### src/rtl/audio_serial_defines.vh
// Register map, field positions, codes and reset values of the audio serial configuration block.
`ifndef AUDIO_SERIAL_DEFINES_VH
`define AUDIO_SERIAL_DEFINES_VH

`define CFG_OFFSET 12'h01c
`define DIV_OFFSET 12'h020
`define CFG_RESET 16'h0000
`define DIV_RESET 16'h0002
`define CFG_WRITE_MASK 16'h0fbf
`define DIV_WRITE_MASK 16'h03ff

`define CFG_CHLEN_BIT 0
`define CFG_SLEN_LO 1
`define CFG_SLEN_HI 2
`define CFG_IDLE_BIT 3
`define CFG_STD_LO 4
`define CFG_STD_HI 5
`define CFG_FSYNC_BIT 7
`define CFG_ROLE_LO 8
`define CFG_ROLE_HI 9
`define CFG_EN_BIT 10
`define CFG_PROTO_BIT 11

`define DIV_LIN_LO 0
`define DIV_LIN_HI 7
`define DIV_ODD_BIT 8
`define DIV_MCLK_BIT 9

`define ROLE_SLAVE_TX 2'h0
`define ROLE_SLAVE_RX 2'h1
`define ROLE_MASTER_TX 2'h2
`define ROLE_MASTER_RX 2'h3
`define STD_PHILIPS 2'h0
`define STD_LEFT 2'h1
`define STD_RIGHT 2'h2
`define STD_PCM 2'h3
`define SLEN_16 2'h0
`define SLEN_24 2'h1
`define SLEN_32 2'h2
`define SLEN_BAD 2'h3
`define MIN_PRESCALER 8'h02

`endif

### src/rtl/i2s_config_prescaler.v
// APB configuration and prescaler registers of the combined SPI and audio serial unit.
//
// Behaviour
// - Protocol bit: 0 SPI, 1 audio; change when off.
// - Role field selects slave/master, transmit/receive.
// - Frame sync length applies only in PCM.
// - Standard field selects Philips, left, right, PCM.
// - Idle clock level follows polarity bit.
// - Sample length 16/24/32; code 11 forbidden.
// - Channel length forced 32 unless 16-bit samples.
// - Master clock output enable gates master clock.
// - Divide by twice prescaler, plus one if odd.
// - Odd bit and prescaler act only as master.
`timescale 1ns/1ps
`default_nettype none
`include "audio_serial_defines.vh"
module i2s_config_prescaler #(
  parameter ADDR_WIDTH = 12
) (
  // Clock and reset
  input wire pclk,
  input wire presetn,
  // APB slave
  input wire psel,
  input wire penable,
  input wire pwrite,
  input wire [ADDR_WIDTH-1:0] paddr,
  input wire [31:0] pwdata,
  input wire [3:0] pstrb,
  output reg [31:0] prdata,
  output reg pready,
  output reg pslverr,
  // Decoded configuration towards the shift engine
  input wire spi_enabled,
  output reg audio_mode,
  output reg audio_active,
  output reg is_master,
  output reg is_transmit,
  output reg [1:0] framing_standard,
  output reg long_frame_sync,
  output reg [1:0] sample_length,
  output reg channel_is_32,
  // Clocks towards the pins
  input wire master_clock_in,
  output reg master_clock_out,
  output reg master_clock_out_enable,
  output reg bit_clock_out,
  output reg bit_clock_out_enable
);
  reg [15:0] audio_serial_config;
  reg [15:0] audio_clock_divider;
  reg [15:0] next_config;
  reg [15:0] next_divider;
  reg [15:0] write_value;
  reg mclk_meta;
  reg mclk_sync;
  wire access;
  wire hit_cfg;
  wire hit_div;
  wire cfg_enable;
  wire cfg_proto;
  wire [1:0] cfg_role;
  wire [1:0] cfg_std;
  wire [1:0] cfg_slen;
  wire running;
  wire master_run;
  wire [8:0] ratio;
  wire divided_clock;

  assign access = psel && penable;
  assign hit_cfg = paddr == `CFG_OFFSET;
  assign hit_div = paddr == `DIV_OFFSET;
  assign cfg_enable = audio_serial_config[`CFG_EN_BIT];
  assign cfg_proto = audio_serial_config[`CFG_PROTO_BIT];
  assign cfg_role = audio_serial_config[`CFG_ROLE_HI:`CFG_ROLE_LO];
  assign cfg_std = audio_serial_config[`CFG_STD_HI:`CFG_STD_LO];
  assign cfg_slen = audio_serial_config[`CFG_SLEN_HI:`CFG_SLEN_LO];
  assign running = cfg_proto && cfg_enable;
  assign master_run = running && cfg_role[1];
  // Twice the prescaler plus the odd bit; values below two are clamped to two.
  assign ratio = (audio_clock_divider[`DIV_LIN_HI:`DIV_LIN_LO] < `MIN_PRESCALER) ?
    {`MIN_PRESCALER, 1'b0} :
    {audio_clock_divider[`DIV_LIN_HI:`DIV_LIN_LO], audio_clock_divider[`DIV_ODD_BIT]};

  // Only the written lanes are replaced; reserved bits always stay zero.
  always @* begin
    write_value = 16'h0000;
    write_value[7:0] = pstrb[0] ? pwdata[7:0] : 8'h00;
    write_value[15:8] = pstrb[1] ? pwdata[15:8] : 8'h00;
    next_config = audio_serial_config;
    next_divider = audio_clock_divider;
    // A write lands only at the edge that completes the transfer, so a request held
    // through its wait state is applied once and the protocol lock sees the old enable.
    if (access && pready && pwrite && hit_cfg) begin
      next_config = (write_value & `CFG_WRITE_MASK) |
        (audio_serial_config & ~{{8{pstrb[1]}}, {8{pstrb[0]}}});
      // The protocol bit only moves while both SPI and audio are off.
      if (spi_enabled || cfg_enable) begin
        next_config[`CFG_PROTO_BIT] = audio_serial_config[`CFG_PROTO_BIT];
      end
      // Code 11 is refused so the engine never sees an undefined length.
      if (next_config[`CFG_SLEN_HI:`CFG_SLEN_LO] == `SLEN_BAD) begin
        next_config[`CFG_SLEN_HI:`CFG_SLEN_LO] = cfg_slen;
      end
    end
    if (access && pready && pwrite && hit_div) begin
      next_divider = (write_value & `DIV_WRITE_MASK) |
        (audio_clock_divider & ~{{8{pstrb[1]}}, {8{pstrb[0]}}} & `DIV_WRITE_MASK);
    end
  end

  always @(posedge pclk or negedge presetn) begin
    if (!presetn) begin
      audio_serial_config <= `CFG_RESET;
      audio_clock_divider <= `DIV_RESET;
      prdata <= 32'h00000000;
      pready <= 1'b0;
      pslverr <= 1'b0;
    end else begin
      audio_serial_config <= next_config;
      audio_clock_divider <= next_divider;
      // One wait state: pready rises in the second access cycle.
      pready <= psel && penable && !pready;
      pslverr <= psel && penable && !pready && !hit_cfg && !hit_div;
      if (psel && !penable) begin
        if (paddr == `CFG_OFFSET) begin
          prdata <= {16'h0000, audio_serial_config};
        end else if (paddr == `DIV_OFFSET) begin
          prdata <= {16'h0000, audio_clock_divider};
        end else begin
          prdata <= 32'h00000000;
        end
      end
    end
  end

  // Decoded settings are registered so every output comes from a flip-flop.
  always @(posedge pclk or negedge presetn) begin
    if (!presetn) begin
      audio_mode <= 1'b0;
      audio_active <= 1'b0;
      is_master <= 1'b0;
      is_transmit <= 1'b0;
      framing_standard <= `STD_PHILIPS;
      long_frame_sync <= 1'b0;
      sample_length <= `SLEN_16;
      channel_is_32 <= 1'b0;
    end else begin
      audio_mode <= cfg_proto;
      audio_active <= running;
      is_master <= cfg_proto && cfg_role[1];
      is_transmit <= cfg_proto && !cfg_role[0];
      framing_standard <= cfg_std;
      long_frame_sync <= audio_serial_config[`CFG_FSYNC_BIT] && cfg_std == `STD_PCM;
      sample_length <= cfg_slen;
      channel_is_32 <= (cfg_slen != `SLEN_16) ||
        audio_serial_config[`CFG_CHLEN_BIT];
    end
  end

  // The master clock arrives from another domain and is synchronised first.
  always @(posedge pclk or negedge presetn) begin
    if (!presetn) begin
      mclk_meta <= 1'b0;
      mclk_sync <= 1'b0;
      master_clock_out <= 1'b0;
      master_clock_out_enable <= 1'b0;
      bit_clock_out <= 1'b0;
      bit_clock_out_enable <= 1'b0;
    end else begin
      mclk_meta <= master_clock_in;
      mclk_sync <= mclk_meta;
      master_clock_out_enable <= master_run && audio_clock_divider[`DIV_MCLK_BIT];
      master_clock_out <= master_run && audio_clock_divider[`DIV_MCLK_BIT] && mclk_sync;
      // Slaves receive the bit clock, so the pin is released.
      bit_clock_out_enable <= master_run;
      bit_clock_out <= master_run ? divided_clock :
        audio_serial_config[`CFG_IDLE_BIT];
    end
  end

  audio_bit_clock_divider #(
    .WIDTH(9)
  ) u_divider (
    .pclk(pclk),
    .presetn(presetn),
    .run(master_run),
    .ratio(ratio),
    .idle_level(audio_serial_config[`CFG_IDLE_BIT]),
    .bit_clock(divided_clock)
  );
endmodule // i2s_config_prescaler
`default_nettype wire

### src/rtl/audio_bit_clock_divider.v
// Divider that makes the serial bit clock from the peripheral clock.
`timescale 1ns/1ps
`default_nettype none
module audio_bit_clock_divider #(
  parameter WIDTH = 9
) (
  // Clock and reset
  input wire pclk,
  input wire presetn,
  // Control
  input wire run,
  input wire [WIDTH-1:0] ratio,
  input wire idle_level,
  // Output
  output reg bit_clock
);
  reg [WIDTH-1:0] count;
  wire [WIDTH-1:0] half_low;
  wire [WIDTH-1:0] last;

  // Odd ratios give an idle-level phase one cycle shorter than the active phase.
  assign half_low = ratio >> 1;
  assign last = ratio - {{(WIDTH-1){1'b0}}, 1'b1};

  always @(posedge pclk or negedge presetn) begin
    if (!presetn) begin
      count <= {WIDTH{1'b0}};
      bit_clock <= 1'b0;
    end else if (!run) begin
      count <= {WIDTH{1'b0}};
      bit_clock <= idle_level;
    end else begin
      if (count >= last) begin
        count <= {WIDTH{1'b0}};
      end else begin
        count <= count + {{(WIDTH-1){1'b0}}, 1'b1};
      end
      if (count >= last) begin
        bit_clock <= idle_level;
      end else if (count == half_low - {{(WIDTH-1){1'b0}}, 1'b1}) begin
        bit_clock <= ~idle_level;
      end
    end
  end
endmodule // audio_bit_clock_divider
`default_nettype wire

### config.mk
export PLATFORM = sky130hd
export DESIGN_NAME = i2s_config_prescaler
export DESIGN_NICKNAME = d
export VERILOG_FILES = /design/src/rtl/i2s_config_prescaler.v /design/src/rtl/audio_bit_clock_divider.v
export VERILOG_INCLUDE_DIRS = /design/src /design/src/rtl
export SDC_FILE = /design/constraint.sdc
export NUM_CORES = 1
export LEC_CHECK = 0
export BUFFER_PORTS_ARGS = -buffer_cell sky130_fd_sc_hd__buf_2
export CAP_MARGIN = 20
export CORE_ASPECT_RATIO = 1.75
export CORE_MARGIN = 4
export CORE_UTILIZATION = 54
export CTS_CLUSTER_SIZE = 24
export DETAILED_ROUTE_END_ITERATION = 6
export PLACE_DENSITY = 0.91
export SLEW_MARGIN = 20
export SYNTH_ARGS = -nofsm -noshare
export SYNTH_HDL_FRONTEND = slang
export SYNTH_SLANG_ARGS = --single-unit
### constraint.sdc
create_clock -name pclk -period 6.2 [get_ports pclk]
set_input_delay 0.62 -clock pclk [delete_from_list [all_inputs] [get_ports pclk]]
set_output_delay 0.62 -clock pclk [all_outputs]
set_load 0.1 [all_outputs]
==> results of run 1 <==
-- synthesized netlist by cell type (7+ instances only) --
cell type	n
nand3_1	14
nor2b_1	7
mux2_2	15
buf_4	16
a221oi_1	10
dfrtp_1	69
ha_1	12
xor2_1	13
xnor2_1	9
nand2_1	38
clkbuf_1	11
nor2_1	42
and3_1	7
-- critical path: cells and delay by family (launching register included) --
kind / cells / cell delay, ns
flip-flops: 1 / 0.50
adder cells (fa/ha/maj): 2 / 0.66
AND/OR/NAND/NOR: 6 / 1.71
AO/OA/AOI/OAI: 5 / 1.39
-- kinds of logic (layout without fill, tap and decap cells) --
group	after synthesis	count (layout)
simple gates	133	133
flops	70	70
buf+inv	37	87
compound gates	32	32
xor+xnor	22	22
mux	16	16
fa+ha+maj	12	12
other cells	1	16
-- final cells by class --
| class | count | area (um2) | area share, % |
|---|---|---|---|
| flip-flops and latches | 70 | 1750 | 45.7 |
| multi-input cells | 231 | 1460 | 37.9 |
| repair buffers | 67 | 343 | 8.94 |
| clock buffers | 14 | 163 | 4.24 |
| well taps | 78 | 97.6 | 2.54 |
| inverters | 5 | 18.8 | 0.489 |
| clock inverters | 1 | 5.00 | 0.131 |
-- power by group through the flow --
stage	sequential, W	clock, W	combinational (W)
finish	0.000470	0.000319	0.000150
global route	0.000471	0.000348	0.000156
CTS	0.000470	0.000328	0.000151
detailed placement	0.000479	0	0.000150
global placement	0.000478	0	0.000147
floorplan	0.000539	0	0.0000633
-- per-layer routing --
metal | up-vias | part of all wire [%] | wire length (um)
met1 | 1239 | 38 | 2850
met3 | 14 | 5.7 | 435
met2 | 92 | 54 | 4070
met4 | 0 | 2.9 | 216
met5 | - | 0 | 0
li1 | 1203 | - | -
-- path summary, 6_finish.rpt --
check,to,slack [ns]
min in group asynchronous,audio_serial_config[1],0.47
worst min-delay path,mclk_sync,0.35
max in group asynchronous,async pin,5.16
worst min register to register,mclk_sync,0.35
worst max-delay path,u_divider.bit_clock,1.82
worst max register to register,u_divider.bit_clock,1.82
-- per-stage QoR --
| stage | hold WS [ns] | power [W] | setup WS, ns | util [%] | std cells |
|---|---|---|---|---|---|
| 3_3_place_gp | 0.333 | 0.000626 | 1.92 | 61.4 | 451 |
| 2_1_floorplan | 0.324 | 0.000602 | 2.50 | - | 338 |
| 3_5_place_dp | 0.335 | 0.000629 | 1.88 | 61.4 | 451 |
| 6_report | 0.348 | 0.000940 | 1.82 | 64.2 | 466 |
| 4_1_cts | 0.350 | 0.000949 | 1.87 | 64.2 | 466 |
| 5_1_grt | 0.357 | 0.000975 | 1.53 | 64.2 | 466 |
==> impl_metrics.json, run 1 <==
{
  "cp-start-kind": "register",
  "drc_errors": 0,
  "cts_tree": "done",
  "grt_usage_pct": 21.2,
  "n_antenna_cell": 0,
  "insertion_delay_ns": 0.34,
  "fmax_mhz": 228,
  "finClkSkew_ns": 0.00369,
  "synth_top_area_share_pct": 51.4,
  "layout-drive-gt1-share_pct": 25.3,
  "p_int_w": 0.000650,
  "status": "completed",
  "final_antenna_net_count": 0,
  "setup-tns-final_ns": 0,
  "synth_flop_cell": "dfrtp_1",
  "cts_buffer_depth": 2,
  "grt_pass1_vias": 2573,
  "ys_seq_area_share_pct": 52.2,
  "netSwitchingPower_w": 0.000290,
  "cts_setup_buffers": 0,
  "yosys.area_share.adder_pct": 4.47,
  "grt_overflow": 0,
  "slowest_delay_ns": 0.69,
  "drt-initial-drc-count": 171,
  "post_cts_resized": 0,
  "grt_first_pass_wirelength_um": 12100,
  "synth_xor_area_share_pct": 5.73,
  "hold_path_class": "register to register",
  "met2_usage_pct": 37.1,
  "use_met1_pct": 23.1,
  "synth_cells": 323,
  "worstPathArrival_ns": 4.63,
  "ctsHoldBuffers": 0,
  "dieWidth_um": 67.6,
  "ioPinCount": 103,
  "antenna_found_initial": 0,
  "r2r_cells": 13,
  "ys_top_cells_by_area": "dfrtp_1 (51%), mux2_2 (5.0%), nor2_1 (4.7%)",
  "vias": 2548,
  "h-tree-depth": 3,
  "maxCapViolations": 0,
  "fillers": 469,
  "ys_ff_latch": 70,
  "muxShareOfSynthArea_pct": 5.32,
  "stdcell_area_mm2": 0.00383,
  "grt.busiest_layer": "met2",
  "cts.sinks": 70,
  "cp_data_required_time_ns": 6.44,
  "slew_headroom_pct": 41.9,
  "initial_utilization_pct": 56.3,
  "post_synth_and_or_nand_nor_area_fraction_pct": 18.7,
  "hold_viol": 0,
  "die_y_um": 112,
  "tightest_slew_ns": 0.872,
  "clkPwrFrac_pct": 34.0,
  "critPathSlowestCell": "nor4_1",
  "worstSetupPathType": "register to register",
  "nets": 451,
  "async_reset_ff_share_pct": 100,
  "endpoint_kind": "register",
  "synth_top_family_by_area": "simple AND/OR/NAND/NOR gates",
  "place_area_mm2": 0.00366,
  "core_area_mm2": 0.00597,
  "place_congestion": 0.903,
  "final_common_cell": "dfrtp_1",
  "power_density_mw_per_mm2": 245,
  "dieArea_mm2": 0.00760,
  "yosysWarnings": 0,
  "yosysTopAreaCell": "dfrtp_1",
  "syn_to_final_growth_pct": 14.1,
  "path_clk_slew_ns": 0.07,
  "rsz0062_at_grt": "no",
  "rows": 37,
  "hold_depth": 0,
  "wl_um": 7570,
  "syn_area_mm2": 0.00336,
  "use_met3_pct": 5.31,
  "mostFrequentLayoutCells": "dfrtp_1 (69), buf_2 (64), nor2_1 (42), nand2_1 (38), conb_1 (16)",
  "ys_types": 41,
  "synth-compound-area-share_pct": 7.04,
  "route.detailed.vias_per_inst": 5.47,
  "power.leakage_nw": 2.05,
  "finalSetupViolCount": 0,
  "path_cells": "nor4_1, nand2_1, o21ai_0, ha_1, nand3_1, nor3_1, a21oi_1, ha_1, nand2_1, o21ai_0, a2111o_1, or4_1, o311ai_1",
  "seqPwrFrac_pct": 50.0,
  "syn_area_per_cell_um2": 10.4,
  "path_max_fanout": 12,
  "cts_buffers": 9,
  "avgRoutedWirePerCell_um": 16.3,
  "vdd_drop_max_v": 0.000124,
  "synth_edf_count": 0,
  "drtPass1Iterations": 4,
  "portBuffers": 64,
  "swShare_pct": 30.8,
  "dp_hpwl_um": 5530,
  "timing.final.crit_share_pct": 70.7,
  "comb_power_share_pct": 16.0,
  "grt_max_degree": 71,
  "cts-root-buf": "clkbuf_8",
  "slew_violations": 0,
  "hp-start": "mclk_meta",
  "period_needed_ns": 4.38
}
No activity file was read; power rests on OpenSTA's default activity.
==> inputs of run 2 (changes only) <==
Settings changed: CORE_UTILIZATION 54 to 46, PLACE_DENSITY 0.91 to 0.84.
Clock period 6.2 ns to 3.74 ns, I/O delays scaled along.
==> impl_metrics.json, run 2 (synthesized netlist as in run 1, its figures left out) <==
{
  "status": "completed",
  "hold_path_class": "primary input to async pin",
  "syn_to_final_growth_pct": 21.2,
  "cts_buffers": 9,
  "worstPathArrival_ns": 3.83,
  "path_clk_slew_ns": 0.05,
  "grt_usage_pct": 18.7,
  "antenna_found_initial": 0,
  "r2r_cells": 13,
  "hold_viol": 0,
  "vias": 2673,
  "finClkSkew_ns": 0.00619,
  "insertion_delay_ns": 0.33,
  "tightest_slew_ns": 0.708,
  "place_congestion": 0.924,
  "grt_pass1_vias": 2722,
  "finalWorstSetupSlack_ns": 0.142,
  "ioPinCount": 103,
  "cts_setup_buffers": 0,
  "endpoint_kind": "register",
  "fmax_mhz": 278,
  "cts-root-buf": "clkbuf_16",
  "path_cells": "or4_4, o41ai_4, buf_4, ha_1, nand2_1, nor3_1, a21oi_1, ha_1, a21oi_1, o21ai_0, a2111o_1, or4_1, o311ai_1",
  "nets": 464,
  "slew_headroom_pct": 52.8,
  "drt-initial-drc-count": 186,
  "h-tree-depth": 3,
  "core_area_mm2": 0.00718,
  "worst-path-buf-inv": 1,
  "final_antenna_net_count": 0,
  "n_antenna_cell": 0,
  "die_y_um": 121,
  "multiInputGateArea_mm2": 0.00147,
  "route.detailed.vias_per_inst": 5.48,
  "cp_top_family": "simple AND/OR/NAND/NOR gates",
  "grt_first_pass_wirelength_um": 12500,
  "fillers": 598,
  "wl_um": 7680,
  "seq_area_mm2": 0.00175,
  "finalSetupViolCount": 0,
  "dp.cells": 472,
  "initial_utilization_pct": 46.8,
  "power.leakage_nw": 2.18,
  "r2r_setup_slack_ns": 0.14,
  "cp-start-kind": "register",
  "final_common_cell": "dfrtp_1",
  "period_needed_ns": 3.60,
  "cts_tree": "done",
  "dieArea_mm2": 0.00879,
  "mostFrequentLayoutCells": "dfrtp_1 (69), buf_2 (64), nor2_1 (42), nand2_1 (38)",
  "r2r_end": "u_divider.bit_clock",
  "slew_violations": 0,
  "drtPass1Iterations": 4,
  "stdcell_count": 488,
  "cts_buffer_depth": 2,
  "grt_overflow": 0,
  "dp_slack_ns": 0.0270,
  "layout-drive-gt1-share_pct": 27.6,
  "slowest_delay_ns": 0.58,
  "drc_errors": 0,
  "portBuffers": 64,
  "critPathSlowestCell": "or4_4",
  "timing.final.crit_share_pct": 96.2,
  "path_max_fanout": 3,
  "rows": 41,
  "dp_hpwl_um": 5760,
  "cts.sinks": 70,
  "maxCapViolations": 0,
  "power_density_mw_per_mm2": 448,
  "cp_data_required_time_ns": 3.97,
  "grt_max_degree": 40,
  "vdd_drop_max_v": 0.000216,
  "avgRoutedWirePerCell_um": 15.7,
  "worstSetupPathType": "register to register",
  "dieWidth_um": 72.6
}
[run 2: cell types whose count changed in the layout (fill, tap and decap cells not counted)]
cell	delta
buf_4	+13
clkbuf_8	-11
clkbuf_16	+9
clkbuf_1	+2
bufinv_16	+1
o41ai_1	-1
o41ai_4	+1
[run 2: worst register-to-register path: stages, from the launching register on]
cell      delay, ns
dfrtp_1        0.38
or4_4          0.58
o41ai_4        0.26
buf_4          0.18
ha_1           0.22
nand2_1        0.12
nor3_1         0.21
a21oi_1        0.09
ha_1           0.19
a21oi_1        0.13
o21ai_0        0.10
a2111o_1       0.44
or4_1          0.51
o311ai_1       0.09
[run 2: layout make-up]
cell class | count | share of cell area [%]
tap | 86 | 2.64
sequential | 70 | 43.0
multi-input combinational | 231 | 36.2
clock buffer | 14 | 5.99
inverter | 5 | 0.461
clock inverter | 2 | 0.860
timing repair buffer | 80 | 10.8
[run 2: how the worst max path moves through the flow]
stage	start	endpoint	cells after the start
finish	register	u_divider.bit_clock	13
global route	register	u_divider.bit_clock	14
CTS	register	u_divider.bit_clock	12
detailed placement	register	u_divider.bit_clock	13
global placement	register	u_divider.bit_clock	12
floorplan	register	u_divider.bit_clock	12
[run 2: timing repair]
item,in CTS,in global routing
hold buffers,0,0
gates cloned,0,0
endpoints found under the setup margin,1,1
gates resized for setup,1,1
[run 2: metal layers]
metal / track usage (%) / part of all wire [%] / vias to the layer above
met1: 18.2 / 33 / 1297
met4: 13.5 / 5.6 / 0
met2: 33.4 / 55 / 110
met3: 4.15 / 6.6 / 35
met5: 0 / 0 / -
li1: - / - / 1231
[run 2: stage by stage]
| step | instance area (um2) | hold slack (ns) | util (%) | total power [W] | setup TNS (ns) |
|---|---|---|---|---|---|
| after floorplan | 3420 | 0.0784 | - | 0.000998 | 0 |
| after global placement | 3770 | 0.332 | 52.5 | 0.00104 | 0 |
| after detailed placement | 3770 | 0.340 | 52.5 | 0.00104 | 0 |
| after CTS | 4060 | 0.104 | 56.5 | 0.00184 | 0 |
| after global routing | 4070 | 0.135 | 56.7 | 0.00189 | -0.00995 |
| final | 4070 | 0.0962 | 56.7 | 0.00183 | 0 |
[run 2: report_power, final]
part	switching, W	internal, W
sequential	0.00000798	0.000773
clock	0.000281	0.000515
combinational	0.000215	0.0000323
